### src/verilog/mcu_irq_regs.svh
// Register offsets, field positions and reset values of the interrupt controller
`ifndef MCU_IRQ_REGS_SVH
`define MCU_IRQ_REGS_SVH

// APB byte addresses
`define IRQ_CTRL_OFS    8'h00
`define IRQ_OPT_OFS     8'h04
`define IRQ_PFLAG1_OFS  8'h08
`define IRQ_PEN1_OFS    8'h0c
`define IRQ_STAT_OFS    8'h10
`define IRQ_MASK_OFS    8'h14
`define IRQ_STATE_OFS   8'h18

// main_irq_control_reg fields
`define CTL_GLB_EN 7
`define CTL_GRP_EN 6
`define CTL_TOE   5
`define CTL_EXE   4
`define CTL_PCE   3
`define CTL_TOF   2
`define CTL_EXF   1
`define CTL_PCF   0
`define CTL_RST   8'h00

// Option register: edge select only
`define OPT_EDGE  0
`define OPT_RST   8'h01

// Peripheral flag and enable registers
`define PER_W     4
`define PER_RST   4'h0

// Sticky event status
`define STAT_VEC  0
`define STAT_WAKE 1
`define STAT_RET  2
`define STAT_W    3
`define STAT_RST  3'h0

// Core facing constants
`define PC_W        13
`define VECTOR_ADDR 13'h0004
`define TMR_TOP     8'hff
`define TMR_ZERO    8'h00
`define STACK_DEPTH 8
`define STACK_AW    3

`endif

### src/verilog/mcu_irq_pkg.sv
// Types shared by the interrupt controller modules
package mcu_irq_pkg;

  typedef logic [12:0] pc_type;

  typedef enum logic [0:0] {
    ST_RUN,
    ST_WAKE_GAP
  } wake_state_type;

endpackage

### src/verilog/irq_stack_if.sv
// Push and pop link between the controller and its return-address stack
`timescale 1ns/1ps
interface irq_stack_if;
  logic                 push;
  logic                 pop;
  mcu_irq_pkg::pc_type  push_pc;
  mcu_irq_pkg::pc_type  top_pc;
  logic [2:0]           depth;

  modport ctrl  (output push, output pop, output push_pc, input top_pc, input depth);
  modport store (input push, input pop, input push_pc, output top_pc, output depth);
endinterface

### src/verilog/irq_return_stack.sv
// Circular hardware stack of return addresses
`timescale 1ns/1ps
`include "mcu_irq_regs.svh"
module irq_return_stack (
  input  wire logic   core_clk_i,
  input  wire logic   resetn_i,
  irq_stack_if.store  stk
);

  mcu_irq_pkg::pc_type mem [`STACK_DEPTH];
  logic [`STACK_AW-1:0] ptr_q;
  logic [`STACK_AW-1:0] ptr_d;
  logic [`STACK_AW-1:0] cnt_q;

  // Wraps like the core's stack: a ninth push overwrites the oldest entry
  always_comb begin
    ptr_d = ptr_q;
    if (stk.push) begin
      ptr_d = ptr_q + 3'h1;
    end else if (stk.pop) begin
      ptr_d = ptr_q - 3'h1;
    end
  end

  always_ff @(posedge core_clk_i or negedge resetn_i) begin
    if (!resetn_i) begin
      ptr_q <= 3'h0;
      cnt_q <= 3'h0;
    end else begin
      ptr_q <= ptr_d;
      if (stk.push && cnt_q != 3'h7) begin
        cnt_q <= cnt_q + 3'h1;
      end else if (stk.pop && !stk.push && cnt_q != 3'h0) begin
        cnt_q <= cnt_q - 3'h1;
      end
    end
  end

  always_ff @(posedge core_clk_i) begin
    if (stk.push) begin
      mem[ptr_q] <= stk.push_pc;
    end
  end

  assign stk.top_pc = mem[ptr_q - 3'h1];
  assign stk.depth  = cnt_q;

endmodule

### src/verilog/mcu_irq_ctrl.sv
// Interrupt controller of a small microcontroller core with APB register access
//
// Functional notes
// - Seven sources, each flag plus enable
// - Flags set regardless of enables
// - Global enable gates every vector request, not irq_o
// - Pending enabled flag vectors at once
// - Reset and vectoring clear global enable
// - Return from handler sets global enable
// - Push return address, jump to 0004h
// - Peripheral flags gated by group enable
// - Pin events reach vector in 3-4 cycles
// - Pin edge chosen by edge select
// - Valid pin edge sets pin flag
// - Pin enable zero blocks pin request
// - Pin event wakes sleep if enabled
// - Timer FFh to 00h sets overflow flag
// - Port bits 7:4 change sets flag
// - Only return address saved by hardware
// - Wake ignores global enable, one instruction first
`timescale 1ns/1ps
`include "mcu_irq_regs.svh"
module mcu_irq_ctrl (
  input  wire logic                core_clk_i,
  input  wire logic                resetn_i,
  // APB slave
  input  wire logic                psel_i,
  input  wire logic                penable_i,
  input  wire logic                pwrite_i,
  input  wire logic [7:0]          paddr_i,
  input  wire logic [31:0]         pwdata_i,
  output logic [31:0]              prdata_o,
  output logic                     pready_o,
  output logic                     pslverr_o,
  // Event sources
  input  wire logic                ext_irq_pin_i,
  input  wire logic [7:4]          second_io_port_i,
  input  wire logic [7:0]          timer_zero_count_i,
  input  wire logic [`PER_W-1:0]   periph_event_i,
  // Core sequencer
  input  wire logic                sleep_i,
  input  wire logic                return_from_handler_i,
  input  wire mcu_irq_pkg::pc_type return_pc_i,
  output logic                     irq_req_o,
  output logic                     vector_o,
  output logic                     wake_o,
  output logic                     pc_load_o,
  output mcu_irq_pkg::pc_type      pc_o,
  // Interrupt to system
  output logic                     irq_o
);

  irq_stack_if stk ();

  irq_return_stack u_stack (
    .core_clk_i (core_clk_i),
    .resetn_i   (resetn_i),
    .stk        (stk)
  );

  logic [7:0]          ctrl_q;
  logic [7:0]          ctrl_d;
  logic [7:0]          opt_q;
  logic [`PER_W-1:0]   pflag_q;
  logic [`PER_W-1:0]   pflag_d;
  logic [`PER_W-1:0]   pen_q;
  logic [`STAT_W-1:0]  stat_q;
  logic [`STAT_W-1:0]  stat_d;
  logic [`STAT_W-1:0]  mask_q;
  logic                ext_s1_q;
  logic                ext_s2_q;
  logic                ext_prev_q;
  logic [7:4]          port_s1_q;
  logic [7:4]          port_s2_q;
  logic [7:4]          port_prev_q;
  logic [7:0]          tmr_prev_q;
  mcu_irq_pkg::wake_state_type wstate_q;
  logic                acc_c;
  logic                wr_c;
  logic                rd_c;
  logic                ext_edge_c;
  logic                port_chg_c;
  logic                tmr_roll_c;
  logic                pend_c;
  logic                req_c;
  logic                fire_c;
  logic                wake_c;
  logic                hit_c;
  logic [31:0]         rdata_c;

  // APB: one wait state, all effects at the completing edge
  assign acc_c = psel_i && penable_i && pready_o;
  assign wr_c  = acc_c && pwrite_i;
  assign rd_c  = acc_c && !pwrite_i;

  always_ff @(posedge core_clk_i or negedge resetn_i) begin
    if (!resetn_i) begin
      pready_o <= 1'b0;
    end else begin
      pready_o <= psel_i && penable_i && !pready_o;
    end
  end

  always_comb begin
    hit_c   = 1'b1;
    rdata_c = 32'h0000_0000;
    case (paddr_i)
      `IRQ_CTRL_OFS:   rdata_c[7:0] = ctrl_q;
      `IRQ_OPT_OFS:    rdata_c[7:0] = opt_q;
      `IRQ_PFLAG1_OFS: rdata_c[`PER_W-1:0] = pflag_q;
      `IRQ_PEN1_OFS:   rdata_c[`PER_W-1:0] = pen_q;
      `IRQ_STAT_OFS:   rdata_c[`STAT_W-1:0] = stat_q;
      `IRQ_MASK_OFS:   rdata_c[`STAT_W-1:0] = mask_q;
      `IRQ_STATE_OFS:  rdata_c[4:0] = {stk.depth, wstate_q == mcu_irq_pkg::ST_WAKE_GAP, sleep_i};
      default:         hit_c = 1'b0;
    endcase
  end

  always_ff @(posedge core_clk_i or negedge resetn_i) begin
    if (!resetn_i) begin
      prdata_o  <= 32'h0000_0000;
      pslverr_o <= 1'b0;
    end else if (psel_i && penable_i && !pready_o) begin
      prdata_o  <= pwrite_i ? 32'h0000_0000 : rdata_c;
      pslverr_o <= !hit_c;
    end else begin
      pslverr_o <= 1'b0;
    end
  end

  // Pins are asynchronous: two flops before any logic
  always_ff @(posedge core_clk_i or negedge resetn_i) begin
    if (!resetn_i) begin
      ext_s1_q    <= 1'b0;
      ext_s2_q    <= 1'b0;
      ext_prev_q  <= 1'b0;
      port_s1_q   <= 4'h0;
      port_s2_q   <= 4'h0;
      port_prev_q <= 4'h0;
      tmr_prev_q  <= `TMR_ZERO;
    end else begin
      ext_s1_q    <= ext_irq_pin_i;
      ext_s2_q    <= ext_s1_q;
      ext_prev_q  <= ext_s2_q;
      port_s1_q   <= second_io_port_i;
      port_s2_q   <= port_s1_q;
      port_prev_q <= port_s2_q;
      tmr_prev_q  <= timer_zero_count_i;
    end
  end

  assign ext_edge_c = opt_q[`OPT_EDGE] ? (ext_s2_q && !ext_prev_q)
                                       : (!ext_s2_q && ext_prev_q);
  assign port_chg_c = port_s2_q != port_prev_q;
  assign tmr_roll_c = tmr_prev_q == `TMR_TOP && timer_zero_count_i == `TMR_ZERO;

  // Request forming
  always_comb begin
    pend_c = (ctrl_q[`CTL_TOF] && ctrl_q[`CTL_TOE])
          || (ctrl_q[`CTL_EXF] && ctrl_q[`CTL_EXE])
          || (ctrl_q[`CTL_PCF] && ctrl_q[`CTL_PCE])
          || (ctrl_q[`CTL_GRP_EN] && |(pflag_q & pen_q));
  end

  assign req_c  = ctrl_q[`CTL_GLB_EN] && pend_c;
  // A return in flight wins; the vector is retried once it has landed
  assign fire_c = req_c && !sleep_i && !return_from_handler_i
               && wstate_q == mcu_irq_pkg::ST_RUN;
  assign wake_c = sleep_i && pend_c && wstate_q == mcu_irq_pkg::ST_RUN;

  // Main control register; hardware sets beat software clears
  always_comb begin
    ctrl_d = ctrl_q;
    if (wr_c && paddr_i == `IRQ_CTRL_OFS) begin
      ctrl_d = pwdata_i[7:0];
    end
    if (ext_edge_c) begin
      ctrl_d[`CTL_EXF] = 1'b1;
    end
    if (tmr_roll_c) begin
      ctrl_d[`CTL_TOF] = 1'b1;
    end
    if (port_chg_c) begin
      ctrl_d[`CTL_PCF] = 1'b1;
    end
    if (return_from_handler_i) begin
      ctrl_d[`CTL_GLB_EN] = 1'b1;
    end else if (fire_c) begin
      ctrl_d[`CTL_GLB_EN] = 1'b0;
    end
  end

  always_ff @(posedge core_clk_i or negedge resetn_i) begin
    if (!resetn_i) begin
      ctrl_q <= `CTL_RST;
    end else begin
      ctrl_q <= ctrl_d;
    end
  end

  always_ff @(posedge core_clk_i or negedge resetn_i) begin
    if (!resetn_i) begin
      opt_q <= `OPT_RST;
    end else if (wr_c && paddr_i == `IRQ_OPT_OFS) begin
      opt_q <= pwdata_i[7:0];
    end
  end

  // Peripheral flags and enables
  always_comb begin
    pflag_d = pflag_q;
    if (wr_c && paddr_i == `IRQ_PFLAG1_OFS) begin
      pflag_d = pwdata_i[`PER_W-1:0];
    end
    pflag_d = pflag_d | periph_event_i;
  end

  always_ff @(posedge core_clk_i or negedge resetn_i) begin
    if (!resetn_i) begin
      pflag_q <= `PER_RST;
      pen_q   <= `PER_RST;
    end else begin
      pflag_q <= pflag_d;
      if (wr_c && paddr_i == `IRQ_PEN1_OFS) begin
        pen_q <= pwdata_i[`PER_W-1:0];
      end
    end
  end

  // Wake: core runs one instruction before the vector may fire
  always_ff @(posedge core_clk_i or negedge resetn_i) begin
    if (!resetn_i) begin
      wstate_q <= mcu_irq_pkg::ST_RUN;
      wake_o   <= 1'b0;
    end else begin
      wake_o <= wake_c;
      case (wstate_q)
        mcu_irq_pkg::ST_RUN: begin
          if (wake_c) begin
            wstate_q <= mcu_irq_pkg::ST_WAKE_GAP;
          end
        end
        mcu_irq_pkg::ST_WAKE_GAP: begin
          wstate_q <= mcu_irq_pkg::ST_RUN;
        end
        default: wstate_q <= mcu_irq_pkg::ST_RUN;
      endcase
    end
  end

  // Stack and program counter; only the return address is kept
  assign stk.push    = fire_c;
  assign stk.push_pc = return_pc_i;
  assign stk.pop     = return_from_handler_i;

  always_ff @(posedge core_clk_i or negedge resetn_i) begin
    if (!resetn_i) begin
      vector_o  <= 1'b0;
      pc_load_o <= 1'b0;
      pc_o      <= `VECTOR_ADDR;
      irq_req_o <= 1'b0;
    end else begin
      vector_o  <= fire_c;
      pc_load_o <= fire_c || return_from_handler_i;
      irq_req_o <= req_c;
      if (fire_c) begin
        pc_o <= `VECTOR_ADDR;
      end else if (return_from_handler_i) begin
        pc_o <= stk.top_pc;
      end
    end
  end

  // Sticky event status, cleared by reading; a new event beats the clear
  always_comb begin
    stat_d = stat_q;
    // Clear only what the read returned; an event after the data was taken survives
    if (rd_c && paddr_i == `IRQ_STAT_OFS) begin
      stat_d = stat_q & ~prdata_o[`STAT_W-1:0];
    end
    stat_d[`STAT_VEC]  = stat_d[`STAT_VEC]  | fire_c;
    stat_d[`STAT_WAKE] = stat_d[`STAT_WAKE] | wake_c;
    stat_d[`STAT_RET]  = stat_d[`STAT_RET]  | return_from_handler_i;
  end

  always_ff @(posedge core_clk_i or negedge resetn_i) begin
    if (!resetn_i) begin
      stat_q <= `STAT_RST;
      mask_q <= `STAT_RST;
      irq_o  <= 1'b0;
    end else begin
      stat_q <= stat_d;
      irq_o  <= |(stat_d & mask_q);
      if (wr_c && paddr_i == `IRQ_MASK_OFS) begin
        mask_q <= pwdata_i[`STAT_W-1:0];
      end
    end
  end
endmodule

### config.mk
export PLATFORM = sky130hd
export DESIGN_NAME = mcu_irq_ctrl
export DESIGN_NICKNAME = d
export VERILOG_FILES = /design/src/verilog/mcu_irq_pkg.sv /design/src/verilog/irq_stack_if.sv /design/src/verilog/irq_return_stack.sv /design/src/verilog/mcu_irq_ctrl.sv
export VERILOG_INCLUDE_DIRS = /design/src /design/src/verilog
export SDC_FILE = /design/constraint.sdc
export NUM_CORES = 1
export LEC_CHECK = 0
export ABC_AREA = 1
export ABC_CLOCK_PERIOD_IN_PS = 3030
export BUFFER_PORTS_ARGS = -buffer_cell sky130_fd_sc_hd__buf_4
export CAP_MARGIN = 20
export CORE_MARGIN = 2
export CORE_UTILIZATION = 57
export CTS_CLUSTER_SIZE = 8
export DETAILED_ROUTE_END_ITERATION = 8
export PLACE_DENSITY_LB_ADDON = 0.1
export SLEW_MARGIN = 20
export SYNTH_ARGS = -nofsm -noshare
export SYNTH_HDL_FRONTEND = slang
export SYNTH_HIERARCHICAL = 1
export SYNTH_SLANG_ARGS = --single-unit
### constraint.sdc
create_clock -name core_clk_i -period 3.03 [get_ports core_clk_i]
set_clock_uncertainty 0.2 [all_clocks]
set_input_delay 0.606 -clock core_clk_i [delete_from_list [all_inputs] [get_ports core_clk_i]]
set_output_delay 0.606 -clock core_clk_i [all_outputs]
set_load 0.05 [all_outputs]
==> flow_summary.ini <==
[global_route]
antenna_found_initial = 0
grt_usage = 0.225
grt_overflow_total = 0
grt_pass1_wl_um = 27500
grt_max_degree = 55
grt_pass1_vias = 5630

[clock_tree]
cts_resized = 0
clk_latency_ns = 0.43
htreeDepth = 4
post_cts_buffers = 0
numCtsBuffers = 17
cts_tree = done
clock_path_buffers = 2
hold_buffers = 1
clkTransAtPathRegs_ns = 0.07
clock-root-buffer = clkbuf_16
clock-sinks = 191

[status]
outcome = finished clean

[floorplanning]
dieWidth_um = 125
core_sq_um = 14500
core.rowCount = 44
start_util = 0.580
ios = 129
fp.dieH_um = 125
dieArea_sq_um = 15700

[drt]
dr.pass1.iters = 5
vias = 5817
drt_iter0_drc = 425
detail-route-antenna-nets = 0
drc_errors = 0
wl_um = 16800
routedWlPerCell_um = 14.5
via_per_inst = 5.04

[yosys]
synth-xor-area-share = 0.00715
synth-edff-count = 104
yosysSeqAreaShare = 0.631
synthSimpleGateAreaFrac = 0.255
synth_top_family_by_area = simple AND/OR/NAND/NOR gates
yosysTopAreaCell = edfxtp_1
syn_inst = 863
synth_ff_type = edfxtp_1
ys_top_cells_by_area = edfxtp_1 (37%), dfrtp_1 (25%), nand2_1 (18%)
yosysTopAreaCellShare = 0.372
synth.distinct_cells = 40
synth.cell_area_sq_um = 8400
synth-compound-area-share = 0.0313
ys_warn_count = 6
ys_ff_latch = 191
synth_adder_area_share = 0.00536
synth_mux_area_frac = 0
synth.avg_cell_area_sq_um = 9.74
async_flop_share = 0.455

[sta]
fmax_ghz = 0.410
slew_violations = 0
finalSetupViolCount = 0
finalHoldViolations = 0
min_period_ns = 2.44
fin_ws_ns = 0.592
relSlewSlack = 0.496
hold_ws_ns = 0.0870
min_period_over_period = 0.804
tightest_slew_ns = 0.751
rsz0062_at_grt = no
setup_tns_ns = 0

[worst_setup_path]
cp_max_fo = 11
worst_setup_path_end_kind = flop
start_kind = flop
worst_r2r_startpoint = pen_q[0]$_DFFE_PN0P_
critPathLaunch = pen_q[0]$_DFFE_PN0P_
cp.arrival_ns = 2.55
ff2ff_setup_slack_ns = 0.59
crit_required_ns = 3.15
critPathKind = flop to flop

[final_layout]
finalNetCount = 1038
drive_gt1_frac = 0.171
area_growth_syn_to_layout_pct = 15.2
antenna_cells = 0

[worst_hold_path]
hold_class = input port to flop
holdCritStartpoint = second_io_port_i[6]

[power_and_ir_drop]
powerDensity_nw_per_um2 = 788
p_leak_nw = 4.64
vdd_drop_max_mv = 0.552

[place]
io_buffers = 80
hpwlAfterDp_um = 11600
gp_congestion = 0.919
place_ws_ns = 0.428

[flow_run]
cap_violations = 0
[layer usage]
| layer | vias to the layer above | global-route usage | share of wire |
|---|---|---|---|
| li1 | 2922 | - | - |
| met1 | 2680 | 0.279 | 0.41 |
| met5 | - | 0 | 0 |
| met4 | 0 | 0.105 | 0.031 |
| met3 | 46 | 0.0479 | 0.052 |
| met2 | 169 | 0.379 | 0.50 |
[state kept, by name, indices dropped and copies added (netlist names), 4 cells and up]
| signal | flops |
|---|---|
| port_s1_q | 4 |
| opt_q | 8 |
| ctrl_q | 8 |
| pen_q | 4 |
| port_s2_q | 4 |
| u_stack/mem | 104 |
| pc_o | 13 |
| pflag_q | 4 |
| port_prev_q | 4 |
| tmr_prev_q | 8 |
| prdata_o | 8 |
[cells by family after synthesis]
family,count (synthesis)
adder cells (fa/ha/maj),3
AND/OR/NAND/NOR,511
XOR/XNOR,6
other,1
flip-flops,191
buffers and inverters,110
AO/OA/AOI/OAI,41
[critical path, cell delays in order (launching register included)]
cell	delay, ns
dfrtp_1	0.38
nand2_1	0.06
nand2_1	0.06
o21ai_0	0.08
nand2_1	0.12
nand3_1	0.11
inv_1	0.34
nand2_1	0.21
fa_1	0.42
inv_1	0.07
nand3_1	0.10
nand3_1	0.10
nand2_1	0.07
[synth_stat cells, drive strengths merged, types with 2 or more instances]
cell    count
nand3      62
dfstp       2
nand4       4
xor2        5
a21oi       7
o21ai      27
buf        45
clkbuf      4
a22o        3
inv        60
dfrtp      85
nor3b       3
ha          2
edfxtp    104
nand2     399
nor2       41
[placed cells by master (no fill, tap or decap), drive strengths merged, types with 7 or more instances in the layout]
master,netlist,final
a21oi,7,7
buf,45,101
clkbuf,4,17
clkinv,1,9
conb,1,24
dfrtp,85,85
edfxtp,104,104
inv,60,65
nand2,399,399
nand3,62,62
nor2,41,41
o21ai,27,27
[per-stage QoR]
stage                     instance area, sq um   util  total power, W  std cells
after global routing                      9680  0.669         0.00812       1155
after detailed placement                  9140  0.631         0.00566       1122
after floorplan                           8490      -         0.00505        886
after global placement                    9140  0.631         0.00560       1122
after CTS                                 9680  0.669         0.00767       1155
final                                     9680  0.669         0.00763       1155
[power by group]
part	leakage, nW	switching (W)	total (W)	internal [W]
Clock	0.257	0.000955	0.00201	0.00106
Sequential	2.01	0.000129	0.00302	0.00290
Combinational	2.38	0.00182	0.00259	0.000769
Total	4.64	0.00291	0.00763	0.00472
[layout make-up]
| class | count | area, sq um |
|---|---|---|
| inverter | 61 | 231 |
| tap | 184 | 230 |
| sequential | 191 | 5300 |
| timing repair buffer | 102 | 781 |
| fill | 1144 | 4790 |
| clock inverter | 15 | 111 |
| clock buffer | 17 | 425 |
| multi-input combinational | 585 | 2600 |
[worst paths after layout]
| check | endpoint | cells after the start |
|---|---|---|
| setup / recovery | u_stack/stk.depth[2]$_DFFE_PN0P_ | 12 |
| hold / removal | port_s1_q[6]$_DFF_PN0_ | 1 |
| setup reg to reg | u_stack/stk.depth[2]$_DFFE_PN0P_ | 12 |
| hold reg to reg | port_s2_q[7]$_DFF_PN0_ | 0 |
| max in group asynchronous | opt_q[0]$_DFFE_PN1P_ | 3 |
| min in group asynchronous | prdata_o[2]$_DFFE_PN0P_ | 2 |
(Power assumes the default switching activity.)
